===== src/inc/vip_pkg.sv =====
// Package of constants and types for the vectored interrupt pending logic
package vip_pkg;
	localparam int VIP_LEVELS = 8;
	localparam int VIP_SRC_HW = 4;
	localparam logic [7:0] VIP_TPF_ADDR = 8'hdd;
	localparam logic [7:0] VIP_STATUS_ADDR = 8'hdc;
	localparam logic [7:0] VIP_MASK_ADDR = 8'hfb;
	localparam logic [7:0] VIP_SYSMODE_ADDR = 8'hde;
	localparam logic [7:0] VIP_CTRL_ADDR = 8'h00;
	localparam logic [7:0] VIP_CSTAT_ADDR = 8'h01;
	localparam logic [7:0] VIP_CVEC_ADDR = 8'h02;
	localparam logic [7:0] VIP_TPF_RESET = 8'h00;
	localparam logic [7:0] VIP_MASK_RESET = 8'h00;
	localparam logic [7:0] VIP_TPF_WMASK = 8'h3f;
	localparam int VIP_GIE_BIT = 0;
	localparam logic [7:0] VIP_VEC_BASE = 8'h00;
	localparam logic [7:0] VIP_VEC_STRIDE = 8'h02;
	typedef enum logic [1:0] {
		VIP_CMD_NONE = 2'h0,
		VIP_CMD_INTERRUPT_RETURN_INSTRUCTION = 2'h1,
		VIP_CMD_EI = 2'h2,
		VIP_CMD_DI = 2'h3
	} vip_cmd_t;
	typedef enum logic [2:0] {
		VIP_ST_IDLE = 3'h0,
		VIP_ST_ACK = 3'h1,
		VIP_ST_PUSH_L = 3'h3,
		VIP_ST_PUSH_H = 3'h2,
		VIP_ST_PUSH_F = 3'h6,
		VIP_ST_VEC_H = 3'h7,
		VIP_ST_VEC_L = 3'h5,
		VIP_ST_JUMP = 3'h4
	} vip_state_t;
endpackage


===== src/inc/vip_if.sv =====
// Interface joining interrupt logic and CPU core
`timescale 1ns/1ps
interface vip_if;
	logic req;
	logic [2:0] req_level;
	logic ack;
	logic [7:0] vec_addr;
	logic eoi;
	logic [1:0] cpu_cmd;
	logic cmd_valid;
	logic wr;
	logic rd;
	logic [7:0] addr;
	logic [7:0] wdata;
	logic [7:0] rdata;
	logic gie;
	modport dev (
		output req, req_level, vec_addr, rdata, gie,
		input ack, eoi, cpu_cmd, cmd_valid, wr, rd, addr, wdata
	);
	modport cpu (
		input req, req_level, vec_addr, rdata, gie,
		output ack, eoi, cpu_cmd, cmd_valid, wr, rd, addr, wdata
	);
endinterface


===== src/rtl/vip_device.sv =====
// Interrupt pending, level request, eligibility and vectoring logic
`timescale 1ns/1ps
// Summary of operation
// RQ1 - Hardware-cleared flag sets, then request CPU
// RQ2 - Acknowledge clears hardware flags; unmapped
// RQ3 - Levels zero to three use hardware flags
// RQ4 - Other sources stay set until software
// RQ5 - Routine writes 0 before interrupt return
// RQ6 - Timer pending bits five down to zero
// RQ7 - Read one when pending; write zero clears
// RQ8 - Software writes zero to bits seven, six
// RQ9 - Disable globally before changing level mask
// RQ10 - Serve only enabled, unmasked, top, source-enabled
// RQ11 - Acknowledge only at instruction end
// RQ12 - Detect, check level, acknowledge, vector, clear
// RQ13 - Machine cycle clears global enable first
// RQ14 - Interrupt return sets global enable
// RQ15 - Push PCL, PCH, flags; fetch vector
// RQ16 - Vectors at even addresses, lowest page
// RQ17 - Nesting: push mask, new mask, enable
// RQ18 - Request status per level, zero at reset
// RQ19 - Highest level first; lower vector wins
// RQ20 - Writing one never sets timer flag
module vip_device
	import vip_pkg::*;
#(
	parameter int LEVELS = VIP_LEVELS
) (
	input wire logic I_CLK, // System clock
	input wire logic I_RST_N, // Synchronous reset, active low
	vip_if.dev bus, // Link to the CPU core
	input wire logic [VIP_SRC_HW-1:0] I_HW_EVT, // Hardware-cleared source events, level n
	input wire logic [5:0] I_TMR_EVT, // Timer pending events, flag layout
	input wire logic [LEVELS-1:0] I_SW_SRC, // Software-cleared pending levels
	input wire logic [LEVELS-1:0] I_SRC_EN // Source enables per level
);
	logic [VIP_SRC_HW-1:0] hw_pend_q;
	logic [5:0] tpf_q;
	logic [LEVELS-1:0] status_q;
	logic [7:0] mask_q;
	logic gie_q;
	logic req_q;
	logic [2:0] lvl_q;
	logic [7:0] vec_q;
	logic [7:0] rdata_q;
	logic ack_q;
	logic [LEVELS-1:0] raw_req;
	logic [LEVELS-1:0] elig;
	logic [2:0] top_lvl;
	logic any_elig;
	logic tpf_wr;
	logic mask_wr;
	logic [7:0] rd_mux;
	logic interrupt_return_instruction_cmd;
	logic ei_cmd;
	logic di_cmd;
	logic sel_tpf;
	logic sel_status;
	logic sel_mask;
	logic sel_sysmode;
	logic [VIP_SRC_HW-1:0] hw_clr;
	logic [5:0] tpf_clr;
	logic gie_d;
	logic req_d;
	logic lvl_upd;
	logic [7:0] vec_d;

	// Per-level request: hardware flag or software-held source
	genvar g;
	generate
		for (g = 0; g < LEVELS; g++) begin : g_lvl
			if (g < VIP_SRC_HW) begin : g_hw
				assign raw_req[g] = hw_pend_q[g] | I_SW_SRC[g]; // RQ3
			end else begin : g_sw
				assign raw_req[g] = I_SW_SRC[g]; // RQ4
			end
			assign elig[g] = raw_req[g] & mask_q[g] & I_SRC_EN[g] & gie_q; // RQ10
		end
	endgenerate

	// Fixed order: lowest level number is highest priority
	// A programmable ordering would change only this search
	// The level code is three bits, so at most eight levels are served
	always_comb begin
		top_lvl = 3'h0;
		any_elig = 1'b0;
		for (int i = LEVELS - 1; i >= 0; i--) begin
			if (elig[i]) begin
				top_lvl = 3'(i); // RQ19
				any_elig = 1'b1;
			end
		end
	end

	// Address selects, shared by the write and read paths
	assign sel_tpf = (bus.addr == VIP_TPF_ADDR);
	assign sel_status = (bus.addr == VIP_STATUS_ADDR);
	assign sel_mask = (bus.addr == VIP_MASK_ADDR);
	assign sel_sysmode = (bus.addr == VIP_SYSMODE_ADDR);

	// Register decode on the CPU side
	assign tpf_wr = bus.wr & sel_tpf;
	assign mask_wr = bus.wr & sel_mask;
	assign interrupt_return_instruction_cmd = bus.cmd_valid & (bus.cpu_cmd == VIP_CMD_INTERRUPT_RETURN_INSTRUCTION);
	assign ei_cmd = bus.cmd_valid & (bus.cpu_cmd == VIP_CMD_EI);
	assign di_cmd = bus.cmd_valid & (bus.cpu_cmd == VIP_CMD_DI);
	// Hardware flags are not in the map, so no read path exists
	// Status and system mode are read only; writes there are dropped
	assign rd_mux = sel_tpf ? {2'h0, tpf_q} : // RQ6
		sel_status ? 8'(status_q) : // RQ18
		sel_mask ? mask_q :
		sel_sysmode ? {7'h00, gie_q} : 8'h00; // RQ2

	// Clear strobes per flag; a set in the same cycle still wins below
	generate
		for (g = 0; g < VIP_SRC_HW; g++) begin : g_hwclr
			assign hw_clr[g] = ack_q & (lvl_q == 3'(g)); // RQ2
		end
		for (g = 0; g < 6; g++) begin : g_tpfclr
			assign tpf_clr[g] = tpf_wr & ~bus.wdata[g] & VIP_TPF_WMASK[g]; // RQ7 RQ20
		end
	endgenerate

	// Hardware-cleared flags: event set wins over acknowledge clear
	// A new event in the clear cycle keeps the flag, so none is lost
	always_ff @(posedge I_CLK) begin
		if (!I_RST_N) begin
			hw_pend_q <= '0;
		end else begin
			for (int i = 0; i < VIP_SRC_HW; i++) begin
				if (I_HW_EVT[i]) begin
					hw_pend_q[i] <= 1'b1; // RQ1
				end else if (hw_clr[i]) begin
					hw_pend_q[i] <= 1'b0; // RQ2
				end
			end
		end
	end

	// Timer flags: write 0 clears, write 1 ignored, event wins
	always_ff @(posedge I_CLK) begin
		if (!I_RST_N) begin
			tpf_q <= VIP_TPF_RESET[5:0];
		end else begin
			for (int i = 0; i < 6; i++) begin
				if (I_TMR_EVT[i]) begin
					tpf_q[i] <= 1'b1; // RQ7
				end else if (tpf_clr[i]) begin
					tpf_q[i] <= 1'b0; // RQ7 RQ20
				end
			end
		end
	end

	// Mask, status and read data
	// Status shows raw requests, so software can poll levels that the
	// global enable or the mask holds off
	always_ff @(posedge I_CLK) begin
		if (!I_RST_N) begin
			mask_q <= VIP_MASK_RESET;
			status_q <= '0; // RQ18
			rdata_q <= 8'h00;
		end else begin
			if (mask_wr) begin
				mask_q <= bus.wdata;
			end
			status_q <= raw_req; // RQ18
			rdata_q <= bus.rd ? rd_mux : 8'h00;
		end
	end

	// Global enable: acknowledge clears it before the stacking begins;
	// clearing wins, so a return in the ack cycle cannot reopen the gate
	assign gie_d = (bus.ack | di_cmd) ? 1'b0 : // RQ13
		(interrupt_return_instruction_cmd | ei_cmd) ? 1'b1 : gie_q; // RQ14
	always_ff @(posedge I_CLK) begin
		if (!I_RST_N) begin
			gie_q <= 1'b0;
		end else begin
			gie_q <= gie_d;
		end
	end

	// Request held low in the ack cycle and the next, while the served
	// hardware flag is still being cleared; otherwise it would re-fire
	assign req_d = any_elig & ~bus.ack & ~ack_q; // RQ1
	// Level frozen during the ack so the clear hits the served flag
	assign lvl_upd = any_elig & ~bus.ack;
	// Vectors are two bytes apart, so every entry starts on an even byte
	assign vec_d = VIP_VEC_BASE + 8'({top_lvl, 1'b0}); // RQ16

	// Registered request to the CPU; level and vector track the top level, frozen in the ack cycle
	always_ff @(posedge I_CLK) begin
		if (!I_RST_N) begin
			req_q <= 1'b0;
			lvl_q <= 3'h0;
			vec_q <= VIP_VEC_BASE;
			ack_q <= 1'b0;
		end else begin
			ack_q <= bus.ack; // RQ12
			req_q <= req_d; // RQ1
			if (lvl_upd) begin
				lvl_q <= top_lvl;
				vec_q <= vec_d; // RQ16
			end
		end
	end

	assign bus.req = req_q;
	assign bus.req_level = lvl_q;
	assign bus.vec_addr = vec_q;
	assign bus.rdata = rdata_q;
	assign bus.gie = gie_q;
endmodule


===== src/flat_wrapper.sv =====
// flat-port wrapper written by rule: the top's interface ports become plain ports
module vip_device_flat import vip_pkg::*;
#(
	parameter int LEVELS = VIP_LEVELS
)
  (I_CLK, I_RST_N, I_HW_EVT, I_TMR_EVT, I_SW_SRC, I_SRC_EN, bus_req, bus_req_level, bus_vec_addr, bus_rdata, bus_gie, bus_ack, bus_eoi, bus_cpu_cmd, bus_cmd_valid, bus_wr, bus_rd, bus_addr, bus_wdata);
  vip_if bus_i ();
  input wire logic I_CLK;
  input wire logic I_RST_N;
  input wire logic [VIP_SRC_HW-1:0] I_HW_EVT;
  input wire logic [5:0] I_TMR_EVT;
  input wire logic [LEVELS-1:0] I_SW_SRC;
  input wire logic [LEVELS-1:0] I_SRC_EN;
  output wire logic [$bits(bus_i.req)-1:0] bus_req;
  output wire logic [$bits(bus_i.req_level)-1:0] bus_req_level;
  output wire logic [$bits(bus_i.vec_addr)-1:0] bus_vec_addr;
  output wire logic [$bits(bus_i.rdata)-1:0] bus_rdata;
  output wire logic [$bits(bus_i.gie)-1:0] bus_gie;
  input wire logic [$bits(bus_i.ack)-1:0] bus_ack;
  input wire logic [$bits(bus_i.eoi)-1:0] bus_eoi;
  input wire logic [$bits(bus_i.cpu_cmd)-1:0] bus_cpu_cmd;
  input wire logic [$bits(bus_i.cmd_valid)-1:0] bus_cmd_valid;
  input wire logic [$bits(bus_i.wr)-1:0] bus_wr;
  input wire logic [$bits(bus_i.rd)-1:0] bus_rd;
  input wire logic [$bits(bus_i.addr)-1:0] bus_addr;
  input wire logic [$bits(bus_i.wdata)-1:0] bus_wdata;
  assign bus_req = bus_i.req;
  assign bus_req_level = bus_i.req_level;
  assign bus_vec_addr = bus_i.vec_addr;
  assign bus_rdata = bus_i.rdata;
  assign bus_gie = bus_i.gie;
  assign bus_i.ack = bus_ack;
  assign bus_i.eoi = bus_eoi;
  assign bus_i.cpu_cmd = bus_cpu_cmd;
  assign bus_i.cmd_valid = bus_cmd_valid;
  assign bus_i.wr = bus_wr;
  assign bus_i.rd = bus_rd;
  assign bus_i.addr = bus_addr;
  assign bus_i.wdata = bus_wdata;
  vip_device #(.LEVELS(LEVELS)) u_core (.I_CLK(I_CLK), .I_RST_N(I_RST_N), .bus(bus_i), .I_HW_EVT(I_HW_EVT), .I_TMR_EVT(I_TMR_EVT), .I_SW_SRC(I_SW_SRC), .I_SRC_EN(I_SRC_EN));
endmodule

===== config.mk =====
export PLATFORM = sky130hd
export DESIGN_NAME = vip_device_flat
export DESIGN_NICKNAME = d
export VERILOG_FILES = /design/src/inc/vip_pkg.sv /design/src/inc/vip_if.sv /design/src/rtl/vip_device.sv /design/src/flat_wrapper.sv
export SDC_FILE = /design/constraint.sdc
export NUM_CORES = 1
export LEC_CHECK = 0
export ABC_AREA = 1
export BUFFER_PORTS_ARGS = -buffer_cell sky130_fd_sc_hd__buf_4
export CORE_MARGIN = 2
export CORE_UTILIZATION = 27
export DETAILED_ROUTE_END_ITERATION = 12
export GPL_ROUTABILITY_DRIVEN = 0
export SETUP_SLACK_MARGIN = 0.02
export SLEW_MARGIN = 20
export SYNTH_ARGS = -nofsm -noshare
export SYNTH_HDL_FRONTEND = slang
export SYNTH_SLANG_ARGS = --single-unit

===== constraint.sdc =====
create_clock -name I_CLK -period 1.4 [get_ports I_CLK]
set_clock_uncertainty 0.15 [all_clocks]
set_input_delay 0.28 -clock I_CLK [delete_from_list [all_inputs] [get_ports I_CLK]]
set_output_delay 0.28 -clock I_CLK [all_outputs]
set_load 0.005 [all_outputs]

==> results of run 1 <==
-- state kept, by name, indices dropped and copies added (netlist names) --
name / cells
u_core.tpf_q: 6
u_core.bus.req: 1
u_core.ack_q: 1
u_core.mask_q: 8
u_core.status_q: 8
u_core.bus.gie: 1
u_core.bus.req_level: 3
u_core.bus.rdata: 8
u_core.hw_pend_q: 4
-- synthesized netlist by cell type --
cell type	instances	area, sq um
o21ai_0	4	20.0
inv_1	38	143
nand4_1	3	18.8
clkbuf_1	3	11.3
o31ai_1	7	52.6
nand2_1	68	255
nand2_2	2	12.5
inv_2	4	15.0
nor2_4	1	11.3
a21oi_1	26	130
nor4_4	1	21.3
nand3_1	17	85.1
nor3_2	1	10.0
nor3_1	2	10.0
o21ai_2	1	8.76
o211ai_1	1	7.51
conb_1	1	3.75
o21bai_1	1	7.51
nor2_1	24	90.1
dfxtp_1	40	801
buf_4	9	67.6
-- per-stage QoR --
stage	hold WS [ns]	setup TNS (ns)	setup WS, ns
final	0.0282	-0.0437	-0.0199
after global routing	0.0400	-0.312	-0.146
after CTS	0.0157	-0.0413	-0.0265
after detailed placement	0.274	-2.07	-0.170
after global placement	0.264	-1.19	-0.114
after floorplan	0.223	0	0.0332
-- tightest hold or removal path: cells and delay by family --
kind,cells,cell delay [ns]
and+or+nand+nor,1,0.04
buffers and inverters,2,0.12
-- worst min-delay path by stage --
stage / from / end / cells after the start
3_5_place_dp: u_core.ack_q / u_core.bus.req / 1
2_1_floorplan: bus_ack / u_core.ack_q / 2
5_1_grt: bus_ack / u_core.ack_q / 3
6_report: bus_ack / u_core.ack_q / 3
4_1_cts: bus_ack / u_core.ack_q / 3
3_3_place_gp: u_core.ack_q / u_core.bus.req / 1
-- cell families (layout without fill, tap and decap cells) --
family                 count (synthesis)  after routing
buffers and inverters                 54            145
other                                  1              5
AOI/OAI and AO/OA                     40             40
DFF                                   40             40
and+or+nand+nor                      119            119
-- what timing repair did --
| action | 4_1_cts | 5_1_grt |
|---|---|---|
| pin swaps | 12 | 10 |
| resized for setup | 24 | 15 |
| setup endpoints to repair | 6 | 6 |
| endpoints found under the hold margin | 0 | 0 |
| cloned | 0 | 0 |
| setup buffers | 6 | 1 |
| hold buffers | 0 | 0 |
-- cell type report --
cell class              instances  area share, %
inverters                      42           5.81
clock buffers                   5           2.50
repair buffers                 95           27.5
multi-input cells             164           30.9
well taps                      77           3.50
clock inverters                 3          0.681
flip-flops and latches         40           29.2
-- power by group through the flow --
stage	Clock, mW	Combinational (mW)	Sequential, mW
after detailed placement	0	0.256	1.22
after global placement	0	0.252	1.22
after global routing	0.837	0.305	1.20
final	0.778	0.276	1.19
after CTS	0.791	0.274	1.19
after floorplan	0	0.0936	1.21
-- routing by layer --
layer  part of all wire, %  track usage, %  wire, um  vias to the layer above
met1                    42            16.3      2080                      809
met5                     0               0         0                        -
li1                      -               -         -                      971
met4                   1.5            4.47        75                        0
met2                    50            24.0      2420                       49
met3                   6.3            4.18       308                        9
==> results by group, run 1 <==
Logic synthesis
  – Mapped Area: 1780 sq um
  – Yosys cell types: 21
  – Register area share after synthesis: 44.9%
  – Post-synthesis mux area share: 0%
  – Synth Warn #: 0
  – Synthesis-stage register bit count: 40
  – Post-Synth Simple-Gate Area: 28.9%
  – XOR/XNOR share of the synthesized area: 0%
  – Adder-cell area share of the yosys netlist: 0%
  – Main combinational cell family by area after synthesis: simple AND/OR/NAND/NOR gates
  – Gate Count Post-Synth: 254
  – Compound-Gate Fraction of Synth Area: 12.7%
  – Syn avg cell area: 7.01 sq um

Floorplan
  – CORE AREA: 6350 sq um
  – Die Y-Extent: 85.2 um
  – Die X: 85.2 um
  – Row cnt: 29
  – I/O Pins: 72
  – Initial core utilization: 28.1%
  – Die area: 7270 sq um

Routing
  – Drt pass-1 iters: 4
  – Vias per Instance: 4.31
  – Vias: 1838
  – Antenna Violating Nets Remaining: 0
  – Drt wl/cell: 11.5 um
  – # DRC: 0
  – Post-Route WL: 4880 um
  – Initial detailed-routing violation count: 79

Setup path
  – Critical path origin: u_core.bus.gie
  – Cell family with most CP delay: simple AND/OR/NAND/NOR gates
  – CP arrival: 1.51 ns
  – Worst setup endpoint: u_core.bus.req_level[1]
  – Origin of the critical flop-to-flop path: u_core.bus.gie
  – Bufs and invs on worst path: 2
  – Crit Path Max Fanout: 5
  – CP required: 1.49 ns
  – RR Endpoint: u_core.bus.req_level[1]
  – Reg2reg setup slack: -0.02 ns
  – Crit path depth: 10
  – CP most frequent cell: nor2_2
  – Slowest cell on crit path: dfxtp_4
  – WS Path Type: flop to flop
  – Worst R2R Path Depth: 10
  – CP peak stage delay: 0.37 ns
  – Endpoint class of the critical path: flop
  – CP Launch Type: flop
  – Critical Path, Cell by Cell: buf_12, nand3_2, nor2_4, nor2_2, buf_4, o21ai_2, nand2_1, nor2_2, nor2_2, nor2_1

Power
  – Gate power share: 12.3%
  – Leakage: 1.36 nW
  – Cell Int Power: 1.68 mW
  – Peak supply drop: 0.385 mV
  – Final Power: 2.25 mW
  – PD cells: 815 nW/um^2
  – Switching share of power: 25.3%
  – Clock share of power: 34.6%
  – Sequential share of power: 53.1%
  – Switching power: 568 uW

Status
  – Status: complete, but fails checks
  – Failing checks: setup timing

Finish
  – Inserted Diodes: 0
  – Non-filler instance count after layout: 426
  – Area Overhead vs Synth: 54.7%
  – Layout cells sized above 1: 39.8%
  – Commonest non-fill, non-tap cells in the layout: buf_4, nand2_1, dfxtp_1
  – Final core utilization: 43.4%
  – Fill count: 647
  – Commonest non-fill, non-tap cell in the layout: buf_4
  – Multi-input logic area: 851 sq um
  – Design area: 2760 sq um
  – FF/Latch Area: 805 sq um
  – Final nets: 399

GRT
  – GRT Total Usage: 13.8%
  – Number of global-route vias before repair: 1742
  – Largest net degree at the start of global routing: 18
  – Total gr overflow: 0
  – Initial antenna violation count: 0
  – First-pass GRT wire length: 8000 um

Clock tree
  – H-tree levels: 2
  – Clk Latency, worst-skew pair: 0.30 ns
  – Number of buffers created by CTS: 5
  – Clock slew at reported path FFs: 0.08 ns
  – Clock root buffer: clkbuf_8
  – TritonCTS clock tree: done
  – Clock sink total: 40
  – CTS Buffer Depth: 2

Hold path
  – Hold WC Path Type: primary input to flop

STA
  – Fin crit share: 101%
  – Setup-failing EPs final: 3
  – Max Transition Viols Final: 0
  – Final min period: 1.42 ns
  – Unrepaired setup endpoints after global routing: true
  – Fmax: 0.704 GHz
  – Final hold viol count: 0
  – Fin worst setup slack: -0.0199 ns

Place
  – Placed Cells: 412
  – Placed Area: 2500 sq um
  – I/O Buffers: 65
  – Post-DP HPWL: 3820 um

Flow run
  – Max-cap violations: 0
(Power assumes the default switching activity.)
==> run 2, diff against run 1 <==
- clock period: 1.4 -> 1.7 ns (I/O delays scaled with it)
==> run 2 against run 1 <==
Against the previous run: the run now ends clean; die area unchanged; non-clock buffer count decreased by 26; combinational power decreased by 33%; worst setup slack improved by 0.22 ns; final cell count decreased by 6.3%; register-to-register slack improved by 0.22 ns; worst hold slack improved by 0.065 ns; utilization decreased by 5.4 points; critical endpoint unchanged; largest power group unchanged.
==> results by group, run 2 (synthesis gave the netlist of run 1 again) <==
Status
  – Status: completed (was complete, but fails checks)

STA
  – Fin crit share: 88.2% (was 101%)
  – Max Transition Viols Final: 0 (unchanged)
  – Setup TNS: 0 ns (was -0.0437 ns)
  – Setup-failing EPs final: 0 (was 3)
  – Final hold viol count: 0 (unchanged)
  – Final min period: 1.50 ns (was 1.42 ns)
  – WHS: 0.0933 ns (was 0.0282 ns)
  – Unrepaired setup endpoints after global routing: false (was true)
  – Fmax: 0.667 GHz (was 0.704 GHz)

Finish
  – Fill count: 677 (was 647)
  – Area Overhead vs Synth: 35.3% (was 54.7%)
  – Final nets: 373 (was 399)
  – Multi-input logic area: 759 sq um (was 851 sq um)
  – Inserted Diodes: 0 (unchanged)
  – Commonest non-fill, non-tap cell in the layout: buf_4 (unchanged)
  – Final core utilization: 38.0% (was 43.4%)
  – Non-filler instance count after layout: 399 (was 426)
  – Commonest non-fill, non-tap cells in the layout: buf_4, nand2_1, dfxtp_1 (unchanged)
  – Layout cells sized above 1: 26.7% (was 39.8%)
  – Design area: 2410 sq um (was 2760 sq um)
  – FF/Latch Area: 802 sq um (was 805 sq um)

GRT
  – Initial antenna violation count: 0 (unchanged)
  – Number of global-route vias before repair: 1666 (was 1742)
  – First-pass GRT wire length: 7380 um (was 8000 um)
  – Largest net degree at the start of global routing: 21 (was 18)
  – Total gr overflow: 0 (unchanged)
  – GRT Total Usage: 12.8% (was 13.8%)

Clock tree
  – Clock slew at reported path FFs: 0.08 ns (about the same)
  – CTS Buffer Depth: 2 (unchanged)
  – # Post-CTS Setup Buffers: 0 (was 6)
  – Clock sink total: 40 (unchanged)
  – Clk Latency, worst-skew pair: 0.29 ns (was 0.30 ns)
  – Clock root buffer: clkbuf_8 (unchanged)
  – Number of buffers created by CTS: 5 (unchanged)
  – TritonCTS clock tree: done (unchanged)
  – H-tree levels: 2 (unchanged)

Place
  – Placed Area: 2330 sq um (was 2500 sq um)
  – Placed Cells: 392 (was 412)
  – I/O Buffers: 65 (unchanged)
  – Post-DP HPWL: 3610 um (was 3820 um)

Setup path
  – CP arrival: 1.53 ns (was 1.51 ns)
  – CP required: 1.74 ns (was 1.49 ns)
  – Critical Path, Cell by Cell: nand3_1, nor2_1, nor2_1, nand2_1, nand2_1, nand2_1, inv_1, nor2_1, nor2_1 (was buf_12, nand3_2, nor2_4, nor2_2, buf_4, o21ai_2, nand2_1, nor2_2, nor2_2, nor2_1)
  – CP Launch Type: flop (unchanged)
  – CP most frequent cell: nor2_1 (was nor2_2)
  – Endpoint class of the critical path: flop (unchanged)
  – Cell family with most CP delay: simple AND/OR/NAND/NOR gates (unchanged)
  – CP peak stage delay: 0.44 ns (was 0.37 ns)
  – Slowest cell on crit path: dfxtp_2 (was dfxtp_4)
  – WS Path Type: flop to flop (unchanged)
  – Bufs and invs on worst path: 1 (was 2)
  – Crit Path Max Fanout: 10 (was 5)

Floorplan
  – Initial core utilization: 28.1% (unchanged)
  – Row cnt: 29 (unchanged)
  – I/O Pins: 72 (unchanged)
  – CORE AREA: 6350 sq um (unchanged)
  – Die Y-Extent: 85.2 um (unchanged)
  – Die X: 85.2 um (unchanged)
  – Die area: 7270 sq um (unchanged)

Hold path
  – Hold WC Path Type: primary input to flop (unchanged)

Routing
  – Post-Route WL: 4500 um (was 4880 um)
  – Vias per Instance: 4.40 (was 4.31)
  – Drt wl/cell: 11.3 um (was 11.5 um)
  – Initial detailed-routing violation count: 92 (was 79)
  – Drt pass-1 iters: 4 (unchanged)
  – # DRC: 0 (unchanged)
  – Vias: 1754 (was 1838)
  – Antenna Violating Nets Remaining: 0 (unchanged)

Flow run
  – Max-cap violations: 0 (unchanged)

Power
  – Peak supply drop: 0.280 mV (was 0.385 mV)
  – PD cells: 734 nW/um^2 (was 815 nW/um^2)
  – Leakage: 1.20 nW (was 1.36 nW)
-- run 2: metal layers --
metal	GRT usage, %	part of all wire [%]	up-vias
li1	-	-	914
met1	15.2	42	783
met2	23.0	51	52
met3	3.50	6.3	5
met4	2.74	0.67	0
met5	0	0	-
-- run 2: area by class of cell --
| type | instances | area share (%) |
|---|---|---|
| sequential | 40 | 33.3 |
| inverter | 42 | 6.54 |
| clock inverter | 1 | 0.208 |
| clock buffer | 6 | 3.01 |
| timing repair buffer | 69 | 21.5 |
| tap | 77 | 4.00 |
| multi-input combinational | 164 | 31.5 |
-- run 2: timing repair --
action	4_1_cts	5_1_grt
setup endpoints to repair	0	3
gates resized for setup	0	1
hold buffers	0	0
endpoints found under the hold margin	0	0
-- run 2: tightest hold or removal path, stage by stage --
cell     delay, ns
buf_4         0.09
nand2_1       0.04
inv_1         0.04
-- run 2: final timing paths --
path / from / slack (ns) / depth (start not counted) / end
worst max-delay path: u_core.bus.gie / 0.20 / 9 / u_core.bus.req_level[1]
worst min-delay path: I_SW_SRC[5] / 0.09 / 3 / u_core.status_q[5]
worst max register to register: u_core.bus.gie / 0.20 / 9 / u_core.bus.req_level[1]
worst min register to register: u_core.ack_q / 0.28 / 1 / u_core.bus.req
-- run 2: per-stage QoR --
stage / worst slack (ns) / total power [mW]
2_1_floorplan: 0.309 / 1.08
3_3_place_gp: 0.132 / 1.19
3_5_place_dp: 0.0506 / 1.19
4_1_cts: 0.0370 / 1.79
5_1_grt: 0.0420 / 1.86
6_report: 0.201 / 1.77
-- run 2: power by group --
part	internal [mW]	switching (mW)
Combinational	0.101	0.0822
Clock	0.279	0.324
Sequential	0.968	0.0151
Total	1.35	0.421
==> run 3, diff against run 2 <==
- PLACE_DENSITY: unset -> 0.47
==> run 3 against run 2 <==
Against the previous run: sequential cell count unchanged; sequential share of layout area decreased by 0.88 points; first-iteration DRC count decreased by 36%; die area unchanged; via count decreased by 3.4%; global-route usage increased by 0.89 points; combinational power increased by 5%; final cell count increased by 0.75%; non-clock buffer count increased by 2; worst setup slack got worse by 0.021 ns; count of clock-buffer cells in the layout unchanged; critical path type unchanged.
==> results by group, run 3 (synthesis gave the netlist of run 1 again) <==
GRT
  – First-pass GRT wire length: 7890 um (was 7380 um)
  – Largest net degree at the start of global routing: 15 (was 21)
  – M3 GR Usage: 3.79% (was 3.50%)
  – Initial antenna violation count: 0 (unchanged)
  – Gr busiest metal: met2 (unchanged)
  – Total gr overflow: 0 (unchanged)
  – Number of global-route vias before repair: 1666 (unchanged)
  – GRT Total Usage: 13.7% (was 12.8%)
  – M1 GR Usage: 17.7% (was 15.2%)
  – Met2 GRT Util: 22.4% (was 23.0%)

Power
  – Leakage: 1.23 nW (was 1.20 nW)
  – PD cells: 786 nW/um^2 (was 734 nW/um^2)
  – Peak supply drop: 0.393 mV (was 0.280 mV)
  – Final Power: 1.94 mW (was 1.77 mW)

Clock tree
  – Clock sink total: 40 (unchanged)
  – Clock slew at reported path FFs: 0.07 ns (was 0.08 ns)
  – Number of buffers created by CTS: 5 (unchanged)
  – TritonCTS clock tree: done (unchanged)
  – H-tree levels: 2 (unchanged)
  – Clk Latency, worst-skew pair: 0.29 ns (about the same)
  – Clock root buffer: clkbuf_8 (unchanged)
  – CTS Buffer Depth: 2 (unchanged)

Finish
  – Area Overhead vs Synth: 38.8% (was 35.3%)
  – Commonest non-fill, non-tap cells in the layout: buf_4, nand2_1, dfxtp_1 (unchanged)
  – Fill count: 695 (was 677)
  – Commonest non-fill, non-tap cell in the layout: buf_4 (unchanged)
  – Layout cells sized above 1: 27.7% (was 26.7%)
  – Inserted Diodes: 0 (unchanged)
  – Final nets: 375 (was 373)

Setup path
  – CP required: 1.73 ns (was 1.74 ns)
  – Origin of the critical flop-to-flop path: u_core.bus.gie (unchanged)
  – Reg2reg setup slack: 0.18 ns (was 0.20 ns)
  – RR Endpoint: u_core.bus.req_level[1] (unchanged)
  – WS Path Type: flop to flop (unchanged)
  – Crit Path Max Fanout: 8 (was 10)
  – Endpoint class of the critical path: flop (unchanged)
  – Worst setup endpoint: u_core.bus.req_level[1] (unchanged)
  – CP arrival: 1.55 ns (was 1.53 ns)
  – Worst R2R Path Depth: 10 (was 9)
  – CP Launch Type: flop (unchanged)
  – Critical path origin: u_core.bus.gie (unchanged)

Place
  – I/O Buffers: 65 (unchanged)
  – Post-DP HPWL: 3680 um (was 3610 um)
  – Post-place setup slack: 0.128 ns (was 0.0506 ns)

Floorplan
  – Initial core utilization: 28.1% (unchanged)
  – CORE AREA: 6350 sq um (unchanged)
  – Row cnt: 29 (unchanged)
  – Die X: 85.2 um (unchanged)
  – Die area: 7270 sq um (unchanged)
  – I/O Pins: 72 (unchanged)
  – Die Y-Extent: 85.2 um (unchanged)

Routing
  – # DRC: 0 (unchanged)
  – Drt pass-1 iters: 4 (unchanged)
  – Antenna Violating Nets Remaining: 0 (unchanged)
  – Vias: 1695 (was 1754)
  – Post-Route WL: 4740 um (was 4500 um)
  – Drt wl/cell: 11.8 um (was 11.3 um)
  – Vias per Instance: 4.22 (was 4.40)
  – Initial detailed-routing violation count: 59 (was 92)

STA
  – Final min period: 1.52 ns (was 1.50 ns)
  – Unrepaired setup endpoints after global routing: false (unchanged)
  – Fmax: 0.658 GHz (was 0.667 GHz)
  – Max Transition Viols Final: 0 (unchanged)
  – Setup TNS: 0 ns (unchanged)
  – WHS: 0.0892 ns (was 0.0933 ns)
  – Fin worst setup slack: 0.179 ns (was 0.201 ns)
  – Final hold viol count: 0 (unchanged)
  – Fin crit share: 89.5% (was 88.2%)
  – Setup-failing EPs final: 0 (unchanged)

Hold path
  – Hold WC Path Type: primary input to flop (unchanged)

Flow run
  – Max-cap violations: 0 (unchanged)

Status
  – Status: completed (unchanged)
-- run 3: through the flow --
| step | std cells | util [%] | area [sq um] |
|---|---|---|---|
| 6_report | 402 | 38.9 | 2470 |
| 5_1_grt | 402 | 38.9 | 2470 |
| 4_1_cts | 402 | 38.9 | 2470 |
| 3_5_place_dp | 394 | 37.2 | 2360 |
| 3_3_place_gp | 394 | 37.2 | 2360 |
| 2_1_floorplan | 258 | - | 1800 |
-- run 3: critical path, stage by stage, from the launching register on --
cell and delay, ns:
dfxtp_1 0.33, buf_4 0.17, nand3_1 0.10, nor2_2 0.13, nor2_1 0.07, nand2_1 0.07, nand2_1 0.08, nand2_1 0.11
inv_1 0.06, nor2_1 0.10, nor2_1 0.05
-- run 3: cell type report --
type	instances	area (sq um)	share of cell area, %
clock buffers	6	72.6	2.94
repair buffers	71	546	22.1
clock inverters	2	35.0	1.42
inverters	42	158	6.38
flip-flops and latches	40	801	32.4
well taps	77	96.3	3.90
multi-input cells	164	764	30.9
-- run 3: report_power, final --
| group | leakage [nW] | switching (mW) | internal (mW) |
|---|---|---|---|
| combinational | 0.842 | 0.0868 | 0.106 |
| sequential | 0.328 | 0.0133 | 0.968 |
| clock | 0.0552 | 0.334 | 0.436 |
-- run 3: how the worst min path moves through the flow --
| stage | from | endpoint | depth (start not counted) |
|---|---|---|---|
| CTS | bus_ack | u_core.ack_q | 3 |
| floorplan | u_core.ack_q | u_core.bus.req | 1 |
| finish | bus_ack | u_core.ack_q | 3 |
| detailed placement | u_core.ack_q | u_core.bus.req | 1 |
| global placement | u_core.ack_q | u_core.bus.req | 1 |
| global route | I_SW_SRC[7] | u_core.status_q[7] | 3 |
-- run 3: per-layer routing --
| layer | part of all wire (%) | vias up |
|---|---|---|
| li1 | - | 922 |
| met1 | 47 | 720 |
| met2 | 46 | 47 |
| met3 | 6.4 | 6 |
| met4 | 0.97 | 0 |
| met5 | 0 | - |
-- run 3: repair_timing --
action / in CTS / in global routing
setup buffers: 0 / 0
gates resized for setup: 0 / 2
hold buffers: 0 / 0
endpoints found under the setup margin: 0 / 1
